## src/inc/scr_pkg.sv

```systemverilog
// Shared constants and the rule summary for the stream clock regenerator.
// Summary of operation
// - Loop regulates buffer toward half full.
// - Insert counted null packets before each packet.
// - Fill error steers oscillator through smoothing filter.
// - Modulator stamps each packet with symbol counter.
// - Local symbol counter compared at FIFO read.
// - Stamp phase error drives output clock loop.
// - Receiver applies transmitted initial buffer state in stamp mode; in fill mode it primes at SCR_HALF instead.
// - Receiver limits buffering to signalled size.
// - Stamp field is two or three bytes.
// - FIFO sized and preloaded against over/underflow.
package scr_pkg;
    localparam int SCR_WORD_W = 8;
    localparam int SCR_STAMP_W = 24;
    localparam int SCR_CNT_W = 8;
    localparam int SCR_DEPTH = 64;
    localparam int SCR_PTR_W = 6;
    localparam int SCR_FILL_W = 7;
    localparam logic [SCR_FILL_W-1:0] SCR_HALF = 7'h20;
    localparam logic [SCR_WORD_W-1:0] SCR_NULL_WORD = 8'hff;
    localparam int SCR_ACC_W = 24;
    localparam logic [SCR_ACC_W-1:0] SCR_NOMINAL_STEP = 24'h200000;
    localparam int SCR_FILT_SHIFT = 4;
    localparam int SCR_GAIN_SHIFT = 2;
    localparam logic [1:0] SCR_STAMP2 = 2'h2;
    localparam logic [1:0] SCR_STAMP3 = 2'h3;
    localparam logic [SCR_STAMP_W-1:0] SCR_MASK2 = 24'h00ffff;
    localparam logic [SCR_STAMP_W-1:0] SCR_MASK3 = 24'hffffff;
endpackage

```

## src/inc/scr_link_if.sv

```systemverilog
// Interface carrying stamped packets and side fields from modulator to receiver.
`timescale 1ns/100ps
interface scr_link_if;
    import scr_pkg::*;
    logic valid;
    logic ready;
    logic [SCR_WORD_W-1:0] data;
    logic [SCR_STAMP_W-1:0] stamp;
    logic [SCR_CNT_W-1:0] deleted_null_count;
    logic [1:0] stamp_len;
    logic init_valid;
    logic [SCR_FILL_W-1:0] initial_buffer_state;
    logic [SCR_FILL_W-1:0] buffer_size_limit;
    modport tx
    (
        output valid, data, stamp, deleted_null_count, stamp_len,
        output init_valid, initial_buffer_state, buffer_size_limit,
        input ready
    );
    modport rx
    (
        input valid, data, stamp, deleted_null_count, stamp_len,
        input init_valid, initial_buffer_state, buffer_size_limit,
        output ready
    );
endinterface

```

## src/verilog/scr_receiver.sv

```systemverilog
// Receiver end: FIFO, null insertion and output stream clock regeneration.
`timescale 1ns/100ps
module scr_receiver
    import scr_pkg::*;
(
    input wire logic core_clk,
    input wire logic rst_b,
    input wire logic symbol_clock,
    input wire logic mode_stamp,
    scr_link_if.rx link,
    input wire logic out_ready,
    output logic out_valid,
    output logic [SCR_WORD_W-1:0] out_data,
    output logic out_is_null,
    output logic output_stream_clock,
    output logic [SCR_STAMP_W-1:0] phase_error,
    output logic [SCR_FILL_W-1:0] fill_level
);
    // ----------------------------------------
    // Receiver state
    // ----------------------------------------
    typedef struct packed {
        logic [2:0] sym_sync;
        logic [SCR_STAMP_W-1:0] local_cnt;
        logic [SCR_PTR_W-1:0] wr;
        logic [SCR_PTR_W-1:0] rd;
        logic [SCR_FILL_W-1:0] fill;
        logic [SCR_FILL_W-1:0] limit;
        logic [SCR_CNT_W-1:0] nulls_left;
        logic [SCR_FILL_W-1:0] start_level;
        logic primed;
        logic rdy;
        logic signed [SCR_ACC_W-1:0] filt;
        logic [SCR_ACC_W-1:0] phase_acc;
        logic [SCR_STAMP_W-1:0] perr;
        logic ovalid;
        logic [SCR_WORD_W-1:0] odata;
        logic onull;
        logic oclk;
    } scr_rx_state_t;

    scr_rx_state_t st;
    scr_rx_state_t next_st;
    logic [SCR_WORD_W-1:0] mem_dat [SCR_DEPTH];
    logic [SCR_STAMP_W-1:0] mem_stp [SCR_DEPTH];
    logic [SCR_CNT_W-1:0] mem_dnc [SCR_DEPTH];
    logic [SCR_STAMP_W-1:0] len_mask;
    logic signed [SCR_ACC_W-1:0] err;
    logic signed [SCR_ACC_W-1:0] step;
    logic push;
    logic pop;
    logic slot_free;
    logic [SCR_STAMP_W-1:0] diff;

    // ----------------------------------------
    // Packet memory
    // ----------------------------------------
    always_ff @(posedge core_clk)
    begin
        if (push)
        begin
            mem_dat[st.wr] <= link.data;
            mem_stp[st.wr] <= link.stamp;
            mem_dnc[st.wr] <= link.deleted_null_count;
        end
    end

    // ----------------------------------------
    // Next state
    // ----------------------------------------
    always_comb
    begin
        next_st = st;
        len_mask = (link.stamp_len == SCR_STAMP2) ? SCR_MASK2 : SCR_MASK3;
        push = link.valid && st.rdy;
        slot_free = !st.ovalid || out_ready;
        pop = 1'b0;
        diff = '0;

        // ----------------------------------------
        // Local symbol counter
        // ----------------------------------------
        // The count wraps at the stamp width, as the one in the modulator does.
        next_st.sym_sync = {st.sym_sync[1:0], symbol_clock};
        if (st.sym_sync[1] && !st.sym_sync[2])
        begin
            next_st.local_cnt = (st.local_cnt + 24'h000001) & len_mask;
        end

        // ----------------------------------------
        // Buffer limit and priming
        // ----------------------------------------
        // A zero or oversized limit falls back to the full depth.
        next_st.limit = (link.buffer_size_limit == '0 || link.buffer_size_limit > SCR_FILL_W'(SCR_DEPTH))
            ? SCR_FILL_W'(SCR_DEPTH) : link.buffer_size_limit;
        if (link.init_valid)
        begin
            next_st.start_level = link.initial_buffer_state;
            next_st.primed = 1'b0;
        end
        else if (!st.primed && st.fill >= (mode_stamp ? st.start_level : SCR_HALF))
        begin
            next_st.primed = 1'b1;
        end

        // ----------------------------------------
        // Output stage and null insertion
        // ----------------------------------------
        // A null in the output stage marks the gap before the head packet as done.
        if (slot_free)
        begin
            next_st.ovalid = 1'b0;
            if (st.nulls_left != '0)
            begin
                next_st.ovalid = 1'b1;
                next_st.odata = SCR_NULL_WORD;
                next_st.onull = 1'b1;
                next_st.nulls_left = st.nulls_left - 8'h01;
            end
            else if (st.primed && st.fill != '0)
            begin
                if (mem_dnc[st.rd] != '0 && !st.onull)
                begin
                    next_st.ovalid = 1'b1;
                    next_st.odata = SCR_NULL_WORD;
                    next_st.onull = 1'b1;
                    next_st.nulls_left = mem_dnc[st.rd] - 8'h01;
                end
                else
                begin
                    pop = 1'b1;
                    next_st.ovalid = 1'b1;
                    next_st.odata = mem_dat[st.rd];
                    next_st.onull = 1'b0;
                    next_st.rd = st.rd + 6'h01;
                    diff = (st.local_cnt - mem_stp[st.rd]) & len_mask;
                    next_st.perr = diff;
                end
            end
        end

        // ----------------------------------------
        // Write pointer, fill and ready
        // ----------------------------------------
        if (push)
        begin
            next_st.wr = st.wr + 6'h01;
        end
        next_st.fill = st.fill + SCR_FILL_W'(push) - SCR_FILL_W'(pop);
        next_st.rdy = next_st.fill < next_st.limit;

        // ----------------------------------------
        // Loop error, smoothing filter and oscillator
        // ----------------------------------------
        // The stamp error is read as a signed number of the stamp width.
        if (mode_stamp)
        begin
            if (link.stamp_len == SCR_STAMP2)
            begin
                err = SCR_ACC_W'(signed'(st.perr[15:0]));
            end
            else
            begin
                err = signed'(st.perr);
            end
        end
        else
        begin
            err = SCR_ACC_W'(signed'({1'b0, st.fill})) - SCR_ACC_W'(signed'({1'b0, SCR_HALF}));
        end
        next_st.filt = st.filt + ((err - st.filt) >>> SCR_FILT_SHIFT);
        step = signed'(SCR_NOMINAL_STEP) + (st.filt <<< SCR_GAIN_SHIFT);
        next_st.phase_acc = st.phase_acc + step;
        next_st.oclk = st.phase_acc[SCR_ACC_W-1];
    end

    // ----------------------------------------
    // State register
    // ----------------------------------------
    // Reset leaves the buffer empty and the limit at full depth.
    always_ff @(posedge core_clk)
    begin
        if (!rst_b)
        begin
            st <= '0;
            st.limit <= SCR_FILL_W'(SCR_DEPTH);
        end
        else
        begin
            st <= next_st;
        end
    end

    // ----------------------------------------
    // Outputs
    // ----------------------------------------
    // Ready comes from a register so that the modulator sees a settled value.
    always_comb
    begin
        link.ready = st.rdy;
        out_valid = st.ovalid;
        out_data = st.odata;
        out_is_null = st.onull;
        output_stream_clock = st.oclk;
        phase_error = st.perr;
        fill_level = st.fill;
    end
endmodule
```

## src/flat_wrapper.sv

```systemverilog
// flat-port wrapper written by rule: the top's interface ports become plain ports
module scr_receiver_flat import scr_pkg::*;
  (core_clk, rst_b, symbol_clock, mode_stamp, out_ready, out_valid, out_data, out_is_null, output_stream_clock, phase_error, fill_level, link_valid, link_data, link_stamp, link_deleted_null_count, link_stamp_len, link_init_valid, link_initial_buffer_state, link_buffer_size_limit, link_ready);
  scr_link_if link_i ();
  input wire logic core_clk;
  input wire logic rst_b;
  input wire logic symbol_clock;
  input wire logic mode_stamp;
  input wire logic out_ready;
  output logic out_valid;
  output logic [SCR_WORD_W-1:0] out_data;
  output logic out_is_null;
  output logic output_stream_clock;
  output logic [SCR_STAMP_W-1:0] phase_error;
  output logic [SCR_FILL_W-1:0] fill_level;
  input wire logic [$bits(link_i.valid)-1:0] link_valid;
  input wire logic [$bits(link_i.data)-1:0] link_data;
  input wire logic [$bits(link_i.stamp)-1:0] link_stamp;
  input wire logic [$bits(link_i.deleted_null_count)-1:0] link_deleted_null_count;
  input wire logic [$bits(link_i.stamp_len)-1:0] link_stamp_len;
  input wire logic [$bits(link_i.init_valid)-1:0] link_init_valid;
  input wire logic [$bits(link_i.initial_buffer_state)-1:0] link_initial_buffer_state;
  input wire logic [$bits(link_i.buffer_size_limit)-1:0] link_buffer_size_limit;
  output wire logic [$bits(link_i.ready)-1:0] link_ready;
  assign link_i.valid = link_valid;
  assign link_i.data = link_data;
  assign link_i.stamp = link_stamp;
  assign link_i.deleted_null_count = link_deleted_null_count;
  assign link_i.stamp_len = link_stamp_len;
  assign link_i.init_valid = link_init_valid;
  assign link_i.initial_buffer_state = link_initial_buffer_state;
  assign link_i.buffer_size_limit = link_buffer_size_limit;
  assign link_ready = link_i.ready;
  scr_receiver u_core (.core_clk(core_clk), .rst_b(rst_b), .symbol_clock(symbol_clock), .mode_stamp(mode_stamp), .link(link_i), .out_ready(out_ready), .out_valid(out_valid), .out_data(out_data), .out_is_null(out_is_null), .output_stream_clock(output_stream_clock), .phase_error(phase_error), .fill_level(fill_level));
endmodule
```

## config.mk

```make
export PLATFORM = sky130hd
export DESIGN_NAME = scr_receiver_flat
export DESIGN_NICKNAME = d
export VERILOG_FILES = /design/src/inc/scr_pkg.sv /design/src/inc/scr_link_if.sv /design/src/verilog/scr_receiver.sv /design/src/flat_wrapper.sv
export SDC_FILE = /design/constraint.sdc
export NUM_CORES = 2
export LEC_CHECK = 0
export ABC_AREA = 1
export BUFFER_PORTS_ARGS = -buffer_cell sky130_fd_sc_hd__buf_2
export CAP_MARGIN = 25
export CORE_MARGIN = 2
export CORE_UTILIZATION = 40
export CTS_BUF_LIST = sky130_fd_sc_hd__clkbuf_8
export DETAILED_ROUTE_END_ITERATION = 12
export MAX_ROUTING_LAYER = met4
export PLACE_DENSITY = 0.59
export SETUP_SLACK_MARGIN = 0.3
export SLEW_MARGIN = 20
export SYNTH_ARGS = -nofsm -noshare
export SYNTH_HDL_FRONTEND = slang
export SYNTH_SLANG_ARGS = --single-unit
```

## constraint.sdc

```tcl
create_clock -name core_clk -period 9.4 [get_ports core_clk]
set_input_delay 1.88 -clock core_clk [delete_from_list [all_inputs] [get_ports core_clk]]
set_output_delay 1.88 -clock core_clk [all_outputs]
set_load 0.02 [all_outputs]
```

# Word-level counts from Yosys, hierarchy flattened
# Memories as Yosys holds them, arrays and structs flattened. A register that Yosys moved wholly into a read port is not among the register bits.
# Index checks and enable logic that the tools add are counted.
[classes] reduce_logical=21 n_addsub=13 n_eq_ne=1 mux=23 n_bitwise=5 magnitude_cmp=3
[ops] cell="$mux W24" count=3
[ops] cell="$and A24 B24 Y24" count=2
[ops] cell="$sub A24 B24 Y24" count=2
[ops] cell="$mux W6" count=6
[ops] cell="$add A23 B24 Y24 const A" count=1
[ops] cell="$add A24 B1 Y24 const B" count=1
[ops] cell="$add A24 B20 Y24" count=1
[ops] cell="$add A24 B24 Y24" count=1
[ops] cell="$mux W8" count=3
[ops] cell="$mux W10" count=2
[ops] cell="$reduce_bool A8 Y1" count=2
[ops] cell="$sub A8 B1 Y8 const B" count=2
[ops] cell="$mux W7" count=2
[ops] cell="$add A6 B1 Y6 const B" count=2
[ops] cell="$mux W9" count=1
[ops] cell="$sub A7 B6 Y8 const B" count=1
[ops] cell="$add A7 B1 Y7" count=1
[ops] cell="$ge A7 B7 Y1" count=1
[ops] cell="$gt A7 B7 Y1 const B" count=1
[ops] cell="$logic_not A7 Y1" count=1
[ops] cell="$lt A7 B7 Y1" count=1
[ops] cell="$reduce_bool A7 Y1" count=1
[ops] cell="$sub A7 B1 Y7" count=1
[ops] cell="$mux W1" count=6
[ops] cell="10 further kinds" count=21
[word_totals] elab_cells=85 n_memories=3 out_inout_bits=43 regBits=146 mem_bits_rw=2560
[mem_list] memory="u_core.mem_stp" depth=64 word_bits=24 rd=1 rd_clocked_by_memory_dff=1 wr=1 line="scr_receiver.sv:45" source="logic [SCR_STAMP_W-1:0] mem_stp [SCR_DEPTH];"
[mem_list] memory="u_core.mem_dat" depth=64 word_bits=8 rd=1 rd_clocked_by_memory_dff=1 wr=1 line="scr_receiver.sv:44" source="logic [SCR_WORD_W-1:0] mem_dat [SCR_DEPTH];"
[mem_list] memory="u_core.mem_dnc" depth=64 word_bits=8 rd=1 rd_clocked_by_memory_dff=1 wr=1 line="scr_receiver.sv:46" source="logic [SCR_CNT_W-1:0] mem_dnc [SCR_DEPTH];"

# Depth between registers and ports, before layout
[logic_depth] ltp_word=8 depth_mapped=34 depth_no_buf=31

# Least setup slack after synthesis
# OpenSTA, ideal clock, no wires.
[synth_path] path_kind="input -> register" start="in mode_stamp" end="reg u_core.st[82] (netlist name)" setup_time_ps=113 n_path_buf=2 path_stages=23 path_slack_ps=3917 t_arrival_ps=5370 cell_sequence="clkbuf_1 nor2_1 clkbuf_1 a21oi_1 ha_1 nand2_1 nor4_1 nand4_1 nand3_1 nand2_1 nand3_1 a21oi_1 xor2_1 ha_1 nand2_1 nor4_1 nand4_1 nand3_1 nand4_1 nand3_1 nand2_1 nand2_1 nor2_1"
[synth_via] elab_chain_len=3
[synth_lines] element="start: declaration" line="flat_wrapper.sv:8" source="input wire logic mode_stamp;"
[synth_lines] element="$mux W24" line="scr_receiver.sv:156" source="if (mode_stamp)"
[synth_lines] element="$sub A24 B24 Y24" line="scr_receiver.sv:171" source="next_st.filt = st.filt + ((err - st.filt) >>> SCR_FILT_SHIFT);"
[synth_lines] element="$add A24 B20 Y24" line="scr_receiver.sv:171"
[synth_lines] element="end signal: assignment" line="scr_receiver.sv:190" source="st <= next_st;"
[synth_lines] element="end: declaration" line="scr_receiver.sv:42" source="scr_rx_state_t st;"
# No other way between the ends.
# A chain may end at the register's enable or synchronous reset.

==> metrics.md <==
| Metric | Value |
|---|---|
| DRT iter0 DRCs | `10400` |
| XOR/XNOR Fraction of Synth Area | `0.424%` |
| Die ar. | `283000 um^2` |
| Clock share of power | `35.5%` |
| Post-synth EDFFs | `2560` |
| Reg power frac | `51.5%` |
| Crit path depth | `31` |
| Total iterations of the first detailed-routing run | `8` |
| P_int | `19.2 mW` |
| CTS buffer count | `435` |
| CP Capture Point | `u_core.link.ready$_SDFF_PN0_` |
| Period minus WS final | `6530 ps` |
| R2R Path End | `u_core.link.ready$_SDFF_PN0_` |
| Hold Buf Count CTS | `0` |
| Most used cell, CP | `nand2_1` |
| R2R setup slack | `2870 ps` |
| Leak | `42.5 nW` |
| Gate power share | `12.9%` |
| Status | `finished clean` |
| Final Max Tran Viols | `0` |
| Post-Syn Area | `111000 um^2` |
| Async set-or-reset flop fraction in the synthesized netlist | `0%` |
| Critical-path top delay cell | `inv_8` |
| Largest family of logic cells by synthesized area | `simple AND/OR/NAND/NOR gates` |
| Clk slew on worst S/H paths | `70 ps` |
| Final Cycle Share | `69.5%` |
| Register area share after synthesis | `71.7%` |
| First-pass GRT wire length | `506 mm` |
| Fin Setup TNS | `0 ps` |
| Worst-Skew Late Latency | `1040 ps` |
| Adder-Cell Fraction of Synth Area | `1.60%` |
| Largest net degree at the start of global routing | `179` |
| GPL Wtd Cong | `0.907` |
| Crit path DAT | `7490 ps` |
| Post-route ant nets | `0` |
| Top Ports | `106` |
| Max-Cap Viols | `0` |
| Sw Pwr | `7.08 mW` |
| CP Buf/Inv Count | `5` |
| Initial Utilization | `40.3%` |
| Cells after synthesis | `9255` |
| CTS tree | `yes` |
| Clock sinks | `2710` |
| Detailed Route WL | `354 mm` |
| Gr ovfl total | `0` |
| Slew @ Worst Pin | `1210 ps` |
| CTS Buffer Depth | `4` |
| Vias in the first global route | `73300` |
| Req. time, crit path | `10360 ps` |
| RSZ-0062 raised after global routing | `false` |
| Main synth FF type | `edfxtp_1` |
| CP peak stage delay | `760 ps` |
| Die Span X | `532 um` |
| Post-Synth Simple-Gate Area | `11.6%` |
| Share of cells above drive strength 1 | `9.21%` |
| CTS H-tree lvls | `5` |
| Via count | `77700` |
| DR WL/cell | `26.4 um` |
| Yosys Warn Count | `0` |
| Complex-gate fraction of the synthesized area | `11.3%` |
| Top delay family on crit path | `simple AND/OR/NAND/NOR gates` |
| Final Hold Fails | `0` |
| Sw Share | `27.0%` |
| Worst Skew | `96.0 ps` |
| Post-DP HPWL | `186 mm` |
| Row Count | `193` |
| #FFs+latches synth | `2710` |
| End-of-flow core utilization | `44.8%` |
| Residual DRC | `0` |
| GRT Resource Usage Total | `24.8%` |
| Max transition margin | `19.0%` |
| WS Path Type | `reg -> reg` |
| Root Driver | `clkbuf_8` |
| Post-synth net total | `9458` |
| Setup violators final | `0` |
| Max Clock Freq | `153 MHz` |
| Die height | `532 um` |
| Syn avg cell area | `12.0 um^2` |
| Post_cts resized | `0` |
| Unique masters post-synth | `47` |
| Min-delay worst type | `reg -> reg` |
| R2R depth | `31` |
| Worst VDD drop | `0.147 mV` |
| Crit path max fanout | `125` |
| # nets final | `9567` |
| Layout area overhead | `11.3%` |
| DR vias/cell | `5.79` |
| Multiplexer share of the synthesized area | `0%` |
| Postcts setup bufs | `0` |
| Initial antenna violation count | `19` |
| Startpoint types | `register` |
| Port Buffers | `105` |
| Core Area | `277000 um^2` |
| Pwr dens | `211 nW/um^2` |
| Crit. End Element | `register` |
==> layout by cell type, fill, tap and decap left out, types with 7 or more instances in the layout <==
cell       netlist  routed
nor2_1        1526    1463
bufinv_16        0      12
o211ai_1        10      10
a21oi_1        214     214
clkbuf_8         0     442
inv_6            0       8
xor2_1          35      35
o32ai_1         16      16
buf_12           0      33
inv_1          222     368
o21bai_1        12      12
o22a_1          12      12
nor2_4           0      63
edfxtp_1      2560    2560
o21a_1          14      14
buf_2          204      88
nand3_1        628     627
o21ai_0       1357    1357
nand4_1         34      34
dfxtp_1        150     144
o31ai_1          7       7
o22ai_1        602     602
xnor2_1         19      19
nor4_1          10      10
nor3_1          34      33
clkinv_2         0      40
ha_1           136     136
diode_2          0      12
clkinv_1         1     109
nand2_1        944     944
buf_4           67     172
o21ai_1         28      28
==> registers in the layout, indices dropped and copies added, names as in the netlist, named ones only <==
name                        count
u_core.mem_stp               1536
u_core.mem_dat                512
u_core.mem_dnc                512
u_core.st                      98
u_core.phase_error             24
u_core.out_data                 8
u_core.fill_level               7
u_core.next_st                  3
u_core.link.ready               1
u_core.out_is_null              1
u_core.out_valid                1
u_core.output_stream_clock      1
==> worst min-delay path by stage <==
stage                                              start                                    end  slack (ps)  depth (start not counted)
after floorplan           u_core.next_st[151]$_SDFF_PN0_         u_core.next_st[152]$_SDFF_PN0_         390                          2
after global placement    u_core.next_st[152]$_SDFF_PN0_              u_core.st[152]$_SDFF_PN0_         430                          2
after detailed placement    u_core.next_st[0]$_SDFF_PN0_  u_core.output_stream_clock$_SDFF_PN0_         440                          2
after CTS                   u_core.next_st[0]$_SDFF_PN0_  u_core.output_stream_clock$_SDFF_PN0_         450                          2
after global routing        u_core.next_st[0]$_SDFF_PN0_  u_core.output_stream_clock$_SDFF_PN0_         460                          2
final                       u_core.next_st[0]$_SDFF_PN0_  u_core.output_stream_clock$_SDFF_PN0_         440                          2
==> logic make-up after synthesis <==
kind of cell               count (synthesis)
AOI/OAI and AO/OA                       2307
xor gates and xnor gates                  54
adders and majority gates                140
buffers and inverters                    856
DFF                                     2710
and+or+nand+nor                         3188
==> stage by stage <==
step	instances	setup WS, ps	power [mW]	hold WS [ps]	instance area, um^2
3_3_place_gp	12600	2670	17.1	428	116000
5_1_grt	13400	2450	27.3	458	124000
3_5_place_dp	12600	2700	17.1	438	116000
6_report	13400	2870	26.2	440	124000
4_1_cts	13400	2950	26.3	448	124000
2_1_floorplan	9255	3920	16.1	390	111000
==> synth_stat cells, types with 2 or more instances <==
cell type	n	area share [%]
buf_6	7	0.071
a211oi_1	6	0.040
fa_1	4	0.072
o21ai_1	28	0.13
o211ai_1	10	0.067
edfxtp_1	2560	69
inv_1	222	0.75
nor3_1	34	0.15
a31oi_1	6	0.034
o21a_1	14	0.094
o21ai_0	1357	6.1
nand2_1	944	3.2
o32a_1	3	0.027
nand4_1	34	0.19
and2_1	3	0.017
xnor2_1	19	0.15
nor4_1	10	0.056
a21oi_1	214	0.96
nor2_1	1526	5.1
buf_2	204	0.92
buf_1	23	0.077
o22ai_1	602	3.4
ha_1	136	1.5
nor3b_1	2	0.013
buf_4	67	0.45
or2_2	2	0.011
dfxtp_1	150	2.7
o22a_1	12	0.094
clkbuf_1	327	1.1
o31ai_1	7	0.047
xor2_1	35	0.28
o221ai_1	3	0.024
o32ai_1	16	0.13
o21bai_1	12	0.081
nand3_1	628	2.8
or3_1	2	0.011
a32o_1	4	0.036
a21o_1	6	0.040
a21boi_0	4	0.027
inv_2	5	0.017
==> power groups by stage <==
| stage | Sequential [mW] | Clock (mW) | Combinational (mW) |
|---|---|---|---|
| global placement | 13.8 | 0 | 3.28 |
| floorplan | 13.7 | 0 | 2.35 |
| finish | 13.5 | 9.32 | 3.40 |
| global route | 13.5 | 9.98 | 3.81 |
| detailed placement | 13.8 | 0 | 3.32 |
| CTS | 13.5 | 9.45 | 3.34 |
==> worst min-delay path, stage by stage, from the launching register on <==
cell,delay [ps]
dfxtp_1,320
nand2_1,60
inv_1,30
==> metal layers <==
metal  global-route usage, %  vias up  wire [um]
met4                    9.54        0      14100
met5                       -        -          0
met3                    4.36      690      33800
li1                        -    34100          -
met2                    38.2     4147     163000
met1                    32.9    38800     143000
==> cell type report <==
| cell class | count | area [um^2] |
|---|---|---|
| multi-input combinational | 5689 | 28300 |
| clock inverter | 325 | 1680 |
| inverter | 228 | 886 |
| fill | 25200 | 153000 |
| tap | 3705 | 4640 |
| antenna | 12 | 30.0 |
| clock buffer | 442 | 6080 |
| sequential | 2710 | 79900 |
| timing repair buffer | 300 | 2570 |
Power figures use the tool's default switching activity.
